$ cat src/rtl/dprl_pkg.sv
// Constants, types and helpers shared by the debug port response logic
package dprl_pkg;

  // ****************************************************************
  // Debug port register addresses (header address bits A[3:2])
  // ****************************************************************
  localparam logic [1:0] DPRL_A_IDENT  = 2'h0;
  localparam logic [1:0] DPRL_A_CTRL   = 2'h1;
  localparam logic [1:0] DPRL_A_SELECT = 2'h2;
  localparam logic [1:0] DPRL_A_RDBUF  = 2'h3;

  // ****************************************************************
  // Field positions
  // ****************************************************************
  localparam int unsigned CS_ORUNDET    = 0;
  localparam int unsigned CS_TRANSFER_MODE_FIELD_LO = 2;
  localparam int unsigned CS_TRANSACTION_COUNTER_LO  = 12;
  localparam int unsigned AB_DAPABORT   = 0;
  localparam int unsigned AB_STKCMPCLR  = 1;
  localparam int unsigned AB_STKERRCLR  = 2;
  localparam int unsigned AB_WDERRCLR   = 3;
  localparam int unsigned AB_ORUNCLR    = 4;
  localparam int unsigned DL_TURN_LO    = 8;
  localparam int unsigned SEL_CTRLSEL   = 0;
  localparam int unsigned SEL_BANK_LO   = 4;
  localparam int unsigned SEL_APSEL_LO  = 24;

  // ****************************************************************
  // Fixed values
  // ****************************************************************
  localparam logic [1:0]  DL_RSVD_HI        = 2'h1;
  localparam logic [1:0]  TRANSFER_MODE_FIELD_NORMAL    = 2'h0;
  localparam logic [3:0]  DPRL_ARCH_VERSION = 4'h2;
  // Arbitrary identification value; version field is spliced in
  localparam logic [31:0] DPRL_PORT_ID      = 32'h0a5a_0001;
  localparam logic [2:0]  ACK_OK            = 3'h1;
  localparam logic [2:0]  ACK_WAIT          = 3'h2;
  localparam logic [2:0]  ACK_FAULT         = 3'h4;

  // ****************************************************************
  // Cycle counts on the link, in link clock edges
  // ****************************************************************
  localparam logic [5:0] LINE_RESET_ONES = 6'h32;
  localparam logic [5:0] HDR_LAST        = 6'h06;
  localparam logic [5:0] ACK_LAST        = 6'h03;
  localparam logic [5:0] DATA_LAST       = 6'h20;

  // ****************************************************************
  // Reset values
  // ****************************************************************
  localparam logic [31:0] WORD_RESET    = 32'h0000_0000;
  localparam logic [11:0] TRANSACTION_COUNTER_RESET  = 12'h000;
  localparam logic [1:0]  DL_TURN_RESET = 2'h0;
  localparam logic [7:0]  APSEL_RESET   = 8'h00;
  localparam logic [3:0]  BANK_RESET    = 4'h0;
  localparam logic [5:0]  CNT_RESET     = 6'h00;

  // ****************************************************************
  // Types and helpers
  // ****************************************************************
  typedef enum logic [2:0] {
    LK_LOCK, LK_IDLE, LK_HDR, LK_TRN, LK_ACK, LK_RDATA, LK_WDATA
  } dprl_link_t;

  function automatic logic dprl_parity(input logic [31:0] v);
    return ^v;
  endfunction : dprl_parity

endpackage : dprl_pkg

$ cat src/rtl/dprl_link_sampler.sv
// Link clock and data synchroniser with rising edge detection
module dprl_link_sampler
  import dprl_pkg::*;
(
  input  wire logic clk,
  input  wire logic rst_n,
  input  wire logic link_clk,
  input  wire logic link_dat,
  output logic      rise,
  output logic      dat
);

  typedef struct packed {
    logic clk_s1;
    logic clk_s2;
    logic clk_s3;
    logic dat_s1;
    logic dat_s2;
  } dprl_samp_t;

  dprl_samp_t q;
  dprl_samp_t n;

  // ****************************************************************
  // Two-stage synchronisers; data feeds logic from stage two, the clock from stages two and three
  // ****************************************************************
  always_comb begin
    n        = q;
    n.clk_s1 = link_clk;
    n.clk_s2 = q.clk_s1;
    n.clk_s3 = q.clk_s2;
    n.dat_s1 = link_dat;
    n.dat_s2 = q.dat_s1;
  end

  always_ff @(posedge clk or negedge rst_n) begin
    if (!rst_n) begin
      q <= '0;
    end else begin
      q <= n;
    end
  end

  // Data changes on the far falling edge, so it is stable at our rise
  assign rise = q.clk_s2 && !q.clk_s3;
  assign dat  = q.dat_s2;

endmodule : dprl_link_sampler

$ cat src/rtl/dprl_port.sv
// Serial debug port: packet handling, responses, sticky flags, posted reads
module dprl_port
  import dprl_pkg::*;
(
  input  wire logic        clk,
  input  wire logic        rst_n,
  input  wire logic        link_clk,
  input  wire logic        link_dat_in,
  output logic             link_dat_out,
  output logic             link_dat_oe,
  output logic             ap_req,
  output logic             ap_write,
  output logic [7:0]       ap_sel,
  output logic [7:0]       ap_addr,
  output logic [31:0]      ap_wdata,
  output logic             ap_abort,
  output logic [1:0]       ap_trn_mode,
  output logic [11:0]      ap_trn_count,
  input  wire logic        ap_done,
  input  wire logic [31:0] ap_rdata,
  input  wire logic        ap_err,
  input  wire logic        ap_cmp_fail,
  input  wire logic        ap_present
);

  // ****************************************************************
  // State
  // ****************************************************************
  typedef struct packed {
    dprl_link_t  st;
    logic [5:0]  cnt;
    logic [5:0]  ones;
    logic [6:0]  hdr;
    logic [2:0]  ack;
    logic [32:0] sh;
    logic        io_out;
    logic        io_oe;
    logic        orundet;
    logic        stk_orun;
    logic        stk_cmp;
    logic        stk_err;
    logic        wd_err;
    logic [1:0]  transfer_mode_field;
    logic [11:0] transaction_counter;
    logic [1:0]  dl_turn;
    logic        ctrlsel;
    logic [3:0]  apbank;
    logic [7:0]  apsel;
    logic [31:0] rdbuf;
    logic [31:0] last_rd;
    logic        ap_busy;
    logic        rd_pend;
    logic        ap_req;
    logic        ap_write;
    logic        ap_abort;
    logic [7:0]  ap_addr;
    logic [31:0] ap_wdata;
  } dprl_core_t;

  dprl_core_t  q;
  dprl_core_t  n;
  logic        lk_rise;
  logic        lk_dat;
  logic [6:0]  h;
  logic        hdr_edge;
  logic        hdr_bad;
  logic        hdr_ok;
  logic        is_ap;
  logic        is_rd;
  logic [1:0]  ra;
  logic        sticky_any;
  logic        needs_ap;
  logic        faultable;
  logic        exempt;
  logic [2:0]  ack_c;
  logic [31:0] cs_val;
  logic [31:0] dl_val;
  logic [31:0] rd_val;
  logic [32:0] wfull;

  // ****************************************************************
  // Link sampling
  // ****************************************************************
  // Synchronous sampling only
  dprl_link_sampler u_samp (
    .clk      (clk),
    .rst_n    (rst_n),
    .link_clk (link_clk),
    .link_dat (link_dat_in),
    .rise     (lk_rise),
    .dat      (lk_dat)
  );

  // ****************************************************************
  // Header decode and response choice
  // ****************************************************************
  assign h        = {lk_dat, q.hdr[6:1]};
  assign hdr_edge = lk_rise && (q.st == LK_HDR) && (q.cnt == HDR_LAST);
  // Stray ones fail the stop bit
  assign hdr_bad  = (dprl_parity({28'h0000000, h[3:0]}) != h[4]) || h[5] || !h[6];
  assign hdr_ok   = hdr_edge && !hdr_bad;
  assign is_ap    = h[0];
  assign is_rd    = h[1];
  assign ra       = h[3:2];
  assign sticky_any = q.stk_orun || q.stk_cmp || q.stk_err || q.wd_err;
  // Link control read needs the port
  assign needs_ap = is_ap || (is_rd && (ra == DPRL_A_RDBUF)) ||
                    (is_rd && (ra == DPRL_A_CTRL) && q.ctrlsel &&
                     (DPRL_ARCH_VERSION >= 4'h2));
  assign faultable = is_ap || ((ra == DPRL_A_CTRL) && (!is_rd || q.ctrlsel)) ||
                     (is_rd && (ra == DPRL_A_RDBUF));
  assign exempt   = !is_ap && ((ra == DPRL_A_IDENT) ||
                    (is_rd && (ra == DPRL_A_CTRL) && !q.ctrlsel));
  assign cs_val   = {8'h00, q.transaction_counter, 4'h0, q.wd_err, 1'b0, q.stk_err, q.stk_cmp,
                     q.transfer_mode_field, q.stk_orun, q.orundet};
  assign dl_val   = {22'h000000, q.dl_turn, DL_RSVD_HI, 3'h0, 3'h0};
  assign wfull    = {lk_dat, q.sh[32:1]};

  // Serial port only; no scan-chain responses
  always_comb begin
    ack_c = ACK_OK;
    // With overrun detection on, first busy hit waits, later ones fault; otherwise all wait
    if (needs_ap && q.ap_busy) begin
      ack_c = (q.orundet && q.stk_orun) ? ACK_FAULT : ACK_WAIT;
    end else if (faultable && !exempt && sticky_any) begin
      ack_c = ACK_FAULT;
    end
  end

  always_comb begin
    rd_val = q.rdbuf;
    if (!is_ap) begin
      if (ra == DPRL_A_IDENT) begin
        rd_val = {DPRL_PORT_ID[31:16], DPRL_ARCH_VERSION, DPRL_PORT_ID[11:0]};
      end else if (ra == DPRL_A_CTRL) begin
        rd_val = q.ctrlsel ? dl_val : cs_val;
      end else if (ra == DPRL_A_SELECT) begin
        rd_val = q.last_rd;
      end
    end
  end

  // ****************************************************************
  // Next state
  // ****************************************************************
  always_comb begin
    n          = q;
    n.ap_req   = 1'b0;
    n.ap_abort = 1'b0;
    // Run of ones is counted whenever the host owns the line
    if (lk_rise && !q.io_oe) begin
      n.ones = !lk_dat ? CNT_RESET :
               (q.ones == LINE_RESET_ONES) ? q.ones : q.ones + 6'h01;
    end
    // Bits move only on a detected rising edge
    if (lk_rise) begin
      case (q.st)
        LK_LOCK: begin
          // Stay silent until a line reset
          if (!lk_dat && (q.ones == LINE_RESET_ONES)) begin
            n.st = LK_IDLE;
          end
        end
        LK_IDLE: begin
          if (lk_dat) begin
            n.st  = LK_HDR;
            n.cnt = CNT_RESET;
          end
        end
        LK_HDR: begin
          n.hdr = h;
          n.cnt = q.cnt + 6'h01;
          if (q.cnt == HDR_LAST) begin
            if (hdr_bad) begin
              n.st = LK_LOCK;
              if (q.orundet) begin
                n.stk_orun = 1'b1;
              end
            end else begin
              n.st  = LK_TRN;
              n.ack = ack_c;
              if (q.orundet && (ack_c != ACK_OK)) begin
                n.stk_orun = 1'b1;
              end
              if (ack_c == ACK_OK) begin
                if (is_rd) begin
                  n.sh      = {dprl_parity(rd_val), rd_val};
                  n.last_rd = rd_val;
                  if (is_ap) begin
                    if (ap_present) begin
                      n.ap_req   = 1'b1;
                      n.ap_write = 1'b0;
                      n.ap_addr  = {q.apbank, ra, 2'h0};
                      n.ap_busy  = 1'b1;
                      n.rd_pend  = 1'b1;
                    end else begin
                      n.rdbuf = WORD_RESET;
                    end
                  end
                end else begin
                  n.rdbuf   = WORD_RESET;
                  n.rd_pend = 1'b0;
                end
              end
            end
          end
        end
        LK_TRN: begin
          n.io_oe  = 1'b1;
          n.io_out = q.ack[0];
          n.cnt    = 6'h01;
          n.st     = LK_ACK;
        end
        LK_ACK: begin
          if (q.cnt != ACK_LAST) begin
            n.io_out = q.ack[q.cnt[1:0]];
            n.cnt    = q.cnt + 6'h01;
          end else if ((q.ack == ACK_OK) && q.hdr[1]) begin
            n.io_out = q.sh[0];
            n.sh     = {1'b0, q.sh[32:1]};
            n.cnt    = CNT_RESET;
            n.st     = LK_RDATA;
          end else begin
            n.io_oe = 1'b0;
            n.cnt   = CNT_RESET;
            n.st    = (q.ack == ACK_OK) ? LK_WDATA : LK_IDLE;
          end
        end
        LK_RDATA: begin
          if (q.cnt == DATA_LAST) begin
            n.io_oe = 1'b0;
            n.st    = LK_IDLE;
          end else begin
            n.io_out = q.sh[0];
            n.sh     = {1'b0, q.sh[32:1]};
            n.cnt    = q.cnt + 6'h01;
          end
        end
        LK_WDATA: begin
          n.sh  = wfull;
          n.cnt = q.cnt + 6'h01;
          if (q.cnt == DATA_LAST) begin
            n.st = LK_IDLE;
            if (dprl_parity(wfull[31:0]) != wfull[32]) begin
              n.wd_err = 1'b1;
            end else if (q.hdr[0]) begin
              // Writes to a missing port are ignored
              if (ap_present) begin
                n.ap_req   = 1'b1;
                n.ap_write = 1'b1;
                n.ap_addr  = {q.apbank, q.hdr[3:2], 2'h0};
                n.ap_wdata = wfull[31:0];
                n.ap_busy  = 1'b1;
              end
            end else if (q.hdr[3:2] == DPRL_A_IDENT) begin
              n.ap_abort = wfull[AB_DAPABORT];
              if (wfull[AB_DAPABORT]) begin
                n.ap_busy = 1'b0;
                n.rd_pend = 1'b0;
              end
              n.stk_cmp  = q.stk_cmp && !wfull[AB_STKCMPCLR];
              n.stk_err  = q.stk_err && !wfull[AB_STKERRCLR];
              n.wd_err   = q.wd_err && !wfull[AB_WDERRCLR];
              n.stk_orun = q.stk_orun && !wfull[AB_ORUNCLR];
            end else if (q.hdr[3:2] == DPRL_A_CTRL) begin
              if (q.ctrlsel) begin
                n.dl_turn = wfull[DL_TURN_LO +: 2];
              end else begin
                n.orundet = wfull[CS_ORUNDET];
                n.transfer_mode_field = wfull[CS_TRANSFER_MODE_FIELD_LO +: 2];
                n.transaction_counter  = wfull[CS_TRANSACTION_COUNTER_LO +: 12];
              end
            end else if (q.hdr[3:2] == DPRL_A_SELECT) begin
              n.ctrlsel = wfull[SEL_CTRLSEL];
              n.apbank  = wfull[SEL_BANK_LO +: 4];
              n.apsel   = wfull[SEL_APSEL_LO +: 8];
            end
          end
        end
        default: begin
          n.st = LK_LOCK;
        end
      endcase
    end
    // Completion handled after clears so a same-cycle set wins
    if (ap_done && q.ap_busy) begin
      n.ap_busy = 1'b0;
      n.rd_pend = 1'b0;
      if (q.rd_pend) begin
        n.rdbuf = ap_rdata;
      end
      if (ap_err) begin
        n.stk_err = 1'b1;
      end
      // Compare flag is set only outside normal mode
      if (ap_cmp_fail && (q.transfer_mode_field != TRANSFER_MODE_FIELD_NORMAL)) begin
        n.stk_cmp = 1'b1;
      end
    end
  end

  always_ff @(posedge clk or negedge rst_n) begin
    if (!rst_n) begin
      q    <= '0;
      q.st <= LK_LOCK;
    end else begin
      q <= n;
    end
  end

  // ****************************************************************
  // Outputs
  // ****************************************************************
  assign link_dat_out = q.io_out;
  assign link_dat_oe  = q.io_oe;
  assign ap_req       = q.ap_req;
  assign ap_write     = q.ap_write;
  assign ap_sel       = q.apsel;
  assign ap_addr      = q.ap_addr;
  assign ap_wdata     = q.ap_wdata;
  assign ap_abort     = q.ap_abort;
  // Count handed to the port, which may treat accesses as undefined
  assign ap_trn_mode  = q.transfer_mode_field;
  assign ap_trn_count = q.transaction_counter;
endmodule : dprl_port

$ cat config.mk
export PLATFORM = sky130hd
export DESIGN_NAME = dprl_port
export DESIGN_NICKNAME = d
export VERILOG_FILES = /design/src/rtl/dprl_pkg.sv /design/src/rtl/dprl_link_sampler.sv /design/src/rtl/dprl_port.sv
export SDC_FILE = /design/constraint.sdc
export NUM_CORES = 1
export LEC_CHECK = 0
export BUFFER_PORTS_ARGS = -buffer_cell sky130_fd_sc_hd__buf_2
export CAP_MARGIN = 20
export CORE_MARGIN = 2
export CORE_UTILIZATION = 44
export DETAILED_ROUTE_END_ITERATION = 12
export GPL_TIMING_DRIVEN = 0
export PLACE_DENSITY_LB_ADDON = 0.08
export SYNTH_ARGS = -nofsm -noshare
export SYNTH_HDL_FRONTEND = slang
export SYNTH_SLANG_ARGS = --single-unit
$ cat constraint.sdc
create_clock -name clk -period 9.3 [get_ports clk]
set_clock_uncertainty 0.2 [all_clocks]
set_input_delay 1.86 -clock clk [delete_from_list [all_inputs] [get_ports clk]]
set_output_delay 1.86 -clock clk [all_outputs]
set_load 0.02 [all_outputs]
Yosys cells after proc, flatten, opt, wreduce, memory -nomap -nowiden
Cells that the tools add are included.
- $add $sub $neg: 2
- order comparisons: 1
- eq/ne operators: 61
- mux-type cells: 97
- bitwise gates (word level): 6
- reduce and logical (&&, ||, !) cells: 77
- operator list (cell ; number):
    32-bit 2-to-1 mux ; 11
    33-bit 2-to-1 mux ; 8
    68-bit 2-to-1 mux ; 3
    141-bit 2-to-1 mux ; 1
    33-bit case mux with 4 select lines ; 1
    32-bit parity ; 3
    45-bit 2-to-1 mux ; 2
    40-bit 2-to-1 mux ; 2
    34-bit 2-to-1 mux ; 2
    64-bit 2-to-1 mux ; 1
    29-bit 2-to-1 mux ; 2
    8-bit 2-to-1 mux ; 6
    2-bit inequality test, second input constant ; 17
    6-bit case mux with 5 select lines ; 1
    3-bit 2-to-1 mux ; 9
    13-bit 2-to-1 mux ; 2
    24-bit 2-to-1 mux ; 1
    6-bit 2-to-1 mux ; 4
    12-bit AND reduction ; 2
    8-bit AND reduction ; 3
    1-bit logical AND ; 21
    3-bit inequality test, second input constant ; 7
    1-bit 2-to-1 mux ; 19
    2-bit 2-to-1 mux ; 9
    other kinds (42) ; 107
- bits in registers: 208
- logic and storage cells: 277

Depth between registers and ports, before layout
- depth after elaboration: 18
- depth in mapped cells: 16
- depth with buffers taken out: 11

Cells and area by module
Synthesis repeated with hierarchy kept, for this count alone.
- cells, all modules: 1076
- area total of the unflattened synthesis: 10989.3 um2
- modules (own cells, without submodules) (module ; times used ; cells each ; area each (um2) ; seq. area each (um2)):
    dprl_port ; 1 ; 1070 ; 10850.4 ; 5029.8
    dprl_link_sampler ; 1 ; 6 ; 138.9 ; 125.1

Least setup slack after synthesis
No wires, ideal clock.
- kind: reg2reg
- start: register h[2] (netlist name)
- end: register q (netlist bit ap_wdata[10])
- setup time: 0.125 ns
- arrival: 3.202 ns
- slack: 5.773 ns
- cell stages (with the launch flop): 14
- cell sequence: dfrtp_1 > clkbuf_1 > inv_1 > ha_1 > xor2_1 > xnor2_1 > or3_1 > clkbuf_1 > nor3_1 > a21oi_1 > nand4b_1 > nor4_4 > buf_6 > mux2_2
- RTL lines (item ; RTL line ; source):
    end signal: assignment ; dprl_port.sv:307 ; q <= n;
    end: declaration ; dprl_port.sv:60 ; dprl_core_t q;

Worst setup path after layout
- start: register q (netlist bit h[2])
- end: register q[177] (netlist name)
- cells in the longest elaborated chain, start to end: 13
- RTL lines (item):
    branches (longest 13 deep; another with 33-bit 2-to-1 mux)
Parallel ways; which one is timed is not known. The select of a mux whose other input is x is not followed.
A chain may end at the register's enable or synchronous reset.

==> results.toml <==
[cts]
path_clk_slew_ns = 0.06
numCtsBuffers = 24
post_cts_resized = 0
cts_sinks = 206
cts-root-buf = "clkbuf_16"
clk_latency_ns = 0.53
postCtsHoldBufs = 0
h-tree-depth = 1
cts_setup_buffers = 0
cts_tree = "yes"
clk_path_buf_depth = 3

[cells_and_area]
n_antenna_cell = 0
layout.nets = 1250
fillers = 2278
layout_commonest_cell = "dfrtp_1"
fin_cells = 1541
design_area_sq_um = 12800
area_delta_synth_final_pct = 17.7
drive_gt1_share_pct = 26.7
layout_common_cells = "dfrtp_1 (206), buf_2 (113), nand2_1 (112)"

[critical_path]
worstPathCellList = "clkbuf_1 -> inv_1 -> ha_1 -> buf_2 -> buf_2 -> a21oi_1 -> a211oi_1 -> a211oi_1 -> xor2_1 -> xnor2_1 -> xnor2_1 -> xnor3_1 -> a221oi_2 -> a21oi_1"
start_kind = "flop"
crit_path_top_delay_cell = "a211oi_1"
path_buf_inv = 4
crit_path_end_kind = "flop"
arrival_ns = 4.79
cpLargestDelayFamily = "compound AO/OA/AOI/OAI gates"
max_stage_delay_ns = 0.82
cp.required_ns = 9.50
path_max_fanout = 10
critPathKind = "reg -> reg"

[worst_hold_path]
hold_path_class = "reg -> reg"

[global_route]
grt_pass1_wl_mm = 46.7
antenna_found_initial = 0
grt_usage_pct = 23.0
grt_max_degree = 116
grt_overflow = 0
grt_pass1_vias = 7981

[sta]
rsz0062_at_grt = "no"
worst_pin_slew_ns = 1.07
hold_viol_final = 0
setup_viol = 0
final.period_utilization_pct = 49.3
clock.fmax_ghz = 0.218
maxSlewHeadroom_pct = 27.9
tns_ns = 0
finalWorstSetupSlack_ns = 4.72
finalMaxSlewViolations = 0
finalCriticalPeriod_ns = 4.58

[routing]
drcViolationCount = 0
wl_mm = 29.5
routedWlPerCell_um = 19.2
drt_iter0_drc = 474
first_pass_iters = 5
antenna_left = 0
vias = 8302
vias_per_cell = 5.39

[floorplanning]
die_area_sq_um = 26000
core-area_sq_um = 24200
io-pin-count = 107
placementRows = 57
start_util_pct = 44.8
fp.dieH_um = 161
fp.dieW_um = 161

[run]
max_cap_violations = 0

[placement]
gp_congestion = 0.878
port_buffers = 104
placed_area_sq_um = 11800
post-place-ws_ns = 4.82
hpwl_mm = 21.8
dp.cells = 1497

[synth]
synth_cell_types = 63
netlist_area_sq_um = 10900
yosysSeqAreaShare_pct = 47.5
synth.yosys.warnings = 0
synth_ff_type = "dfrtp_1"
netlist_instances = 1067
synthArstFlopShare_pct = 100
synth-seq-cells = 206
synth-edff-count = 0
avgSynthCellArea_sq_um = 10.2

[pwr]
cellPowerDensity_nw_per_um2 = 161
vdd_drop_max_mv = 0.136
total_power_mw = 2.06
p_leak_nw = 6.07

[outcome]
status = "complete, no violations"
[final timing paths]
path	startpoint	end	slack, ns	cells after the start
setup / recovery	h[2]	q[177]	4.72	14
hold / removal	u_samp.n[0]	u_samp.dat	0.15	0
setup reg to reg	h[2]	q[177]	4.72	14
hold reg to reg	u_samp.n[0]	u_samp.dat	0.15	0
max in group asynchronous	rst_n	q[75]	6.71	2
min in group asynchronous	rst_n	q[192]	1.19	1
[report_power, final]
| part | leakage, nW | total (mW) | switching, mW | internal [mW] |
|---|---|---|---|---|
| Clock | 0.471 | 1.11 | 0.382 | 0.730 |
| Combinational | 2.73 | 0.0411 | 0.0278 | 0.0133 |
| Sequential | 2.87 | 0.904 | 0.00352 | 0.901 |
[registers in the layout, indices dropped and copies added, names as in the netlist]
name	flops
q	123
ap_wdata	32
ap_trn_count	12
ap_sel	8
ap_addr	6
h	6
cs_val	5
u_samp.n	3
ap_trn_mode	2
dl_val	2
ap_abort	1
ap_req	1
ap_write	1
link_dat_oe	1
link_dat_out	1
u_samp.dat	1
u_samp.q	1
[metal layers]
metal  vias up  GRT usage, %  wire (um)
met2       197          35.5      13300
met4         0          6.66        680
met3        44          3.26       1280
met1      4094          33.9      14300
li1       3967             -          -
met5         -             0          0
[synth_stat cells (4+ instances only)]
| cell type | instances | area share [%] |
|---|---|---|
| dfrtp_1 | 206 | 47 |
| nand2_1 | 112 | 3.9 |
| o21ai_0 | 90 | 4.1 |
| mux2_2 | 86 | 8.9 |
| a21oi_1 | 75 | 3.5 |
| buf_4 | 66 | 4.6 |
| nor2_1 | 57 | 2.0 |
| xnor2_1 | 53 | 4.3 |
| clkbuf_1 | 41 | 1.4 |
| a22o_1 | 34 | 2.7 |
| a211oi_1 | 27 | 1.9 |
| inv_1 | 27 | 0.93 |
| nand2b_1 | 18 | 1.0 |
| nor3_1 | 13 | 0.60 |
| mux2i_1 | 12 | 1.1 |
| xor2_1 | 12 | 0.97 |
| a2111oi_0 | 11 | 0.89 |
| ha_1 | 11 | 1.3 |
| nand3_1 | 11 | 0.51 |
| buf_2 | 10 | 0.46 |
| and2_1 | 5 | 0.29 |
| buf_6 | 5 | 0.52 |
| nand4_1 | 5 | 0.29 |
| nor2b_1 | 5 | 0.29 |
| nor4_1 | 5 | 0.29 |
| a221o_1 | 4 | 0.37 |
| buf_1 | 4 | 0.14 |
| o22ai_1 | 4 | 0.23 |
| o31ai_1 | 4 | 0.28 |
| xnor3_1 | 4 | 0.83 |
[area by class of cell]
cell class	count	area, sq um	area share, %
Clock inverter	12	249	1.95
Tap cell	324	405	3.17
Timing Repair Buffer	105	558	4.36
Sequential cell	206	5150	40.3
Inverter	27	101	0.793
Clock buffer	32	711	5.56
Buffer	126	771	6.03
Multi-Input combinational cell	709	4840	37.8
[per-stage QoR]
| step | hold WS (ns) | util, % |
|---|---|---|
| 4_1_cts | 0.150 | 52.7 |
| 3_3_place_gp | 0.134 | 48.6 |
| 5_1_grt | 0.165 | 52.7 |
| 6_report | 0.147 | 52.7 |
| 2_1_floorplan | 0.131 | - |
| 3_5_place_dp | 0.137 | 48.8 |
[cells by family (layout without fill, tap and decap cells)]
kind of cell / Yosys count / after routing / share of synthesized area (%)
AOI/OAI and AO/OA: 278 / 278 / 16.3
and+or+nand+nor: 249 / 249 / 10.6
DFF: 206 / 206 / 47.5
buffers and inverters: 153 / 302 / 8.03
muxes: 99 / 99 / 10.1
xor gates and xnor gates: 70 / 70 / 6.22
adders and majority gates: 11 / 11 / 1.27
other: 1 / 2 / 0.0345
(Power assumes the default switching activity.)
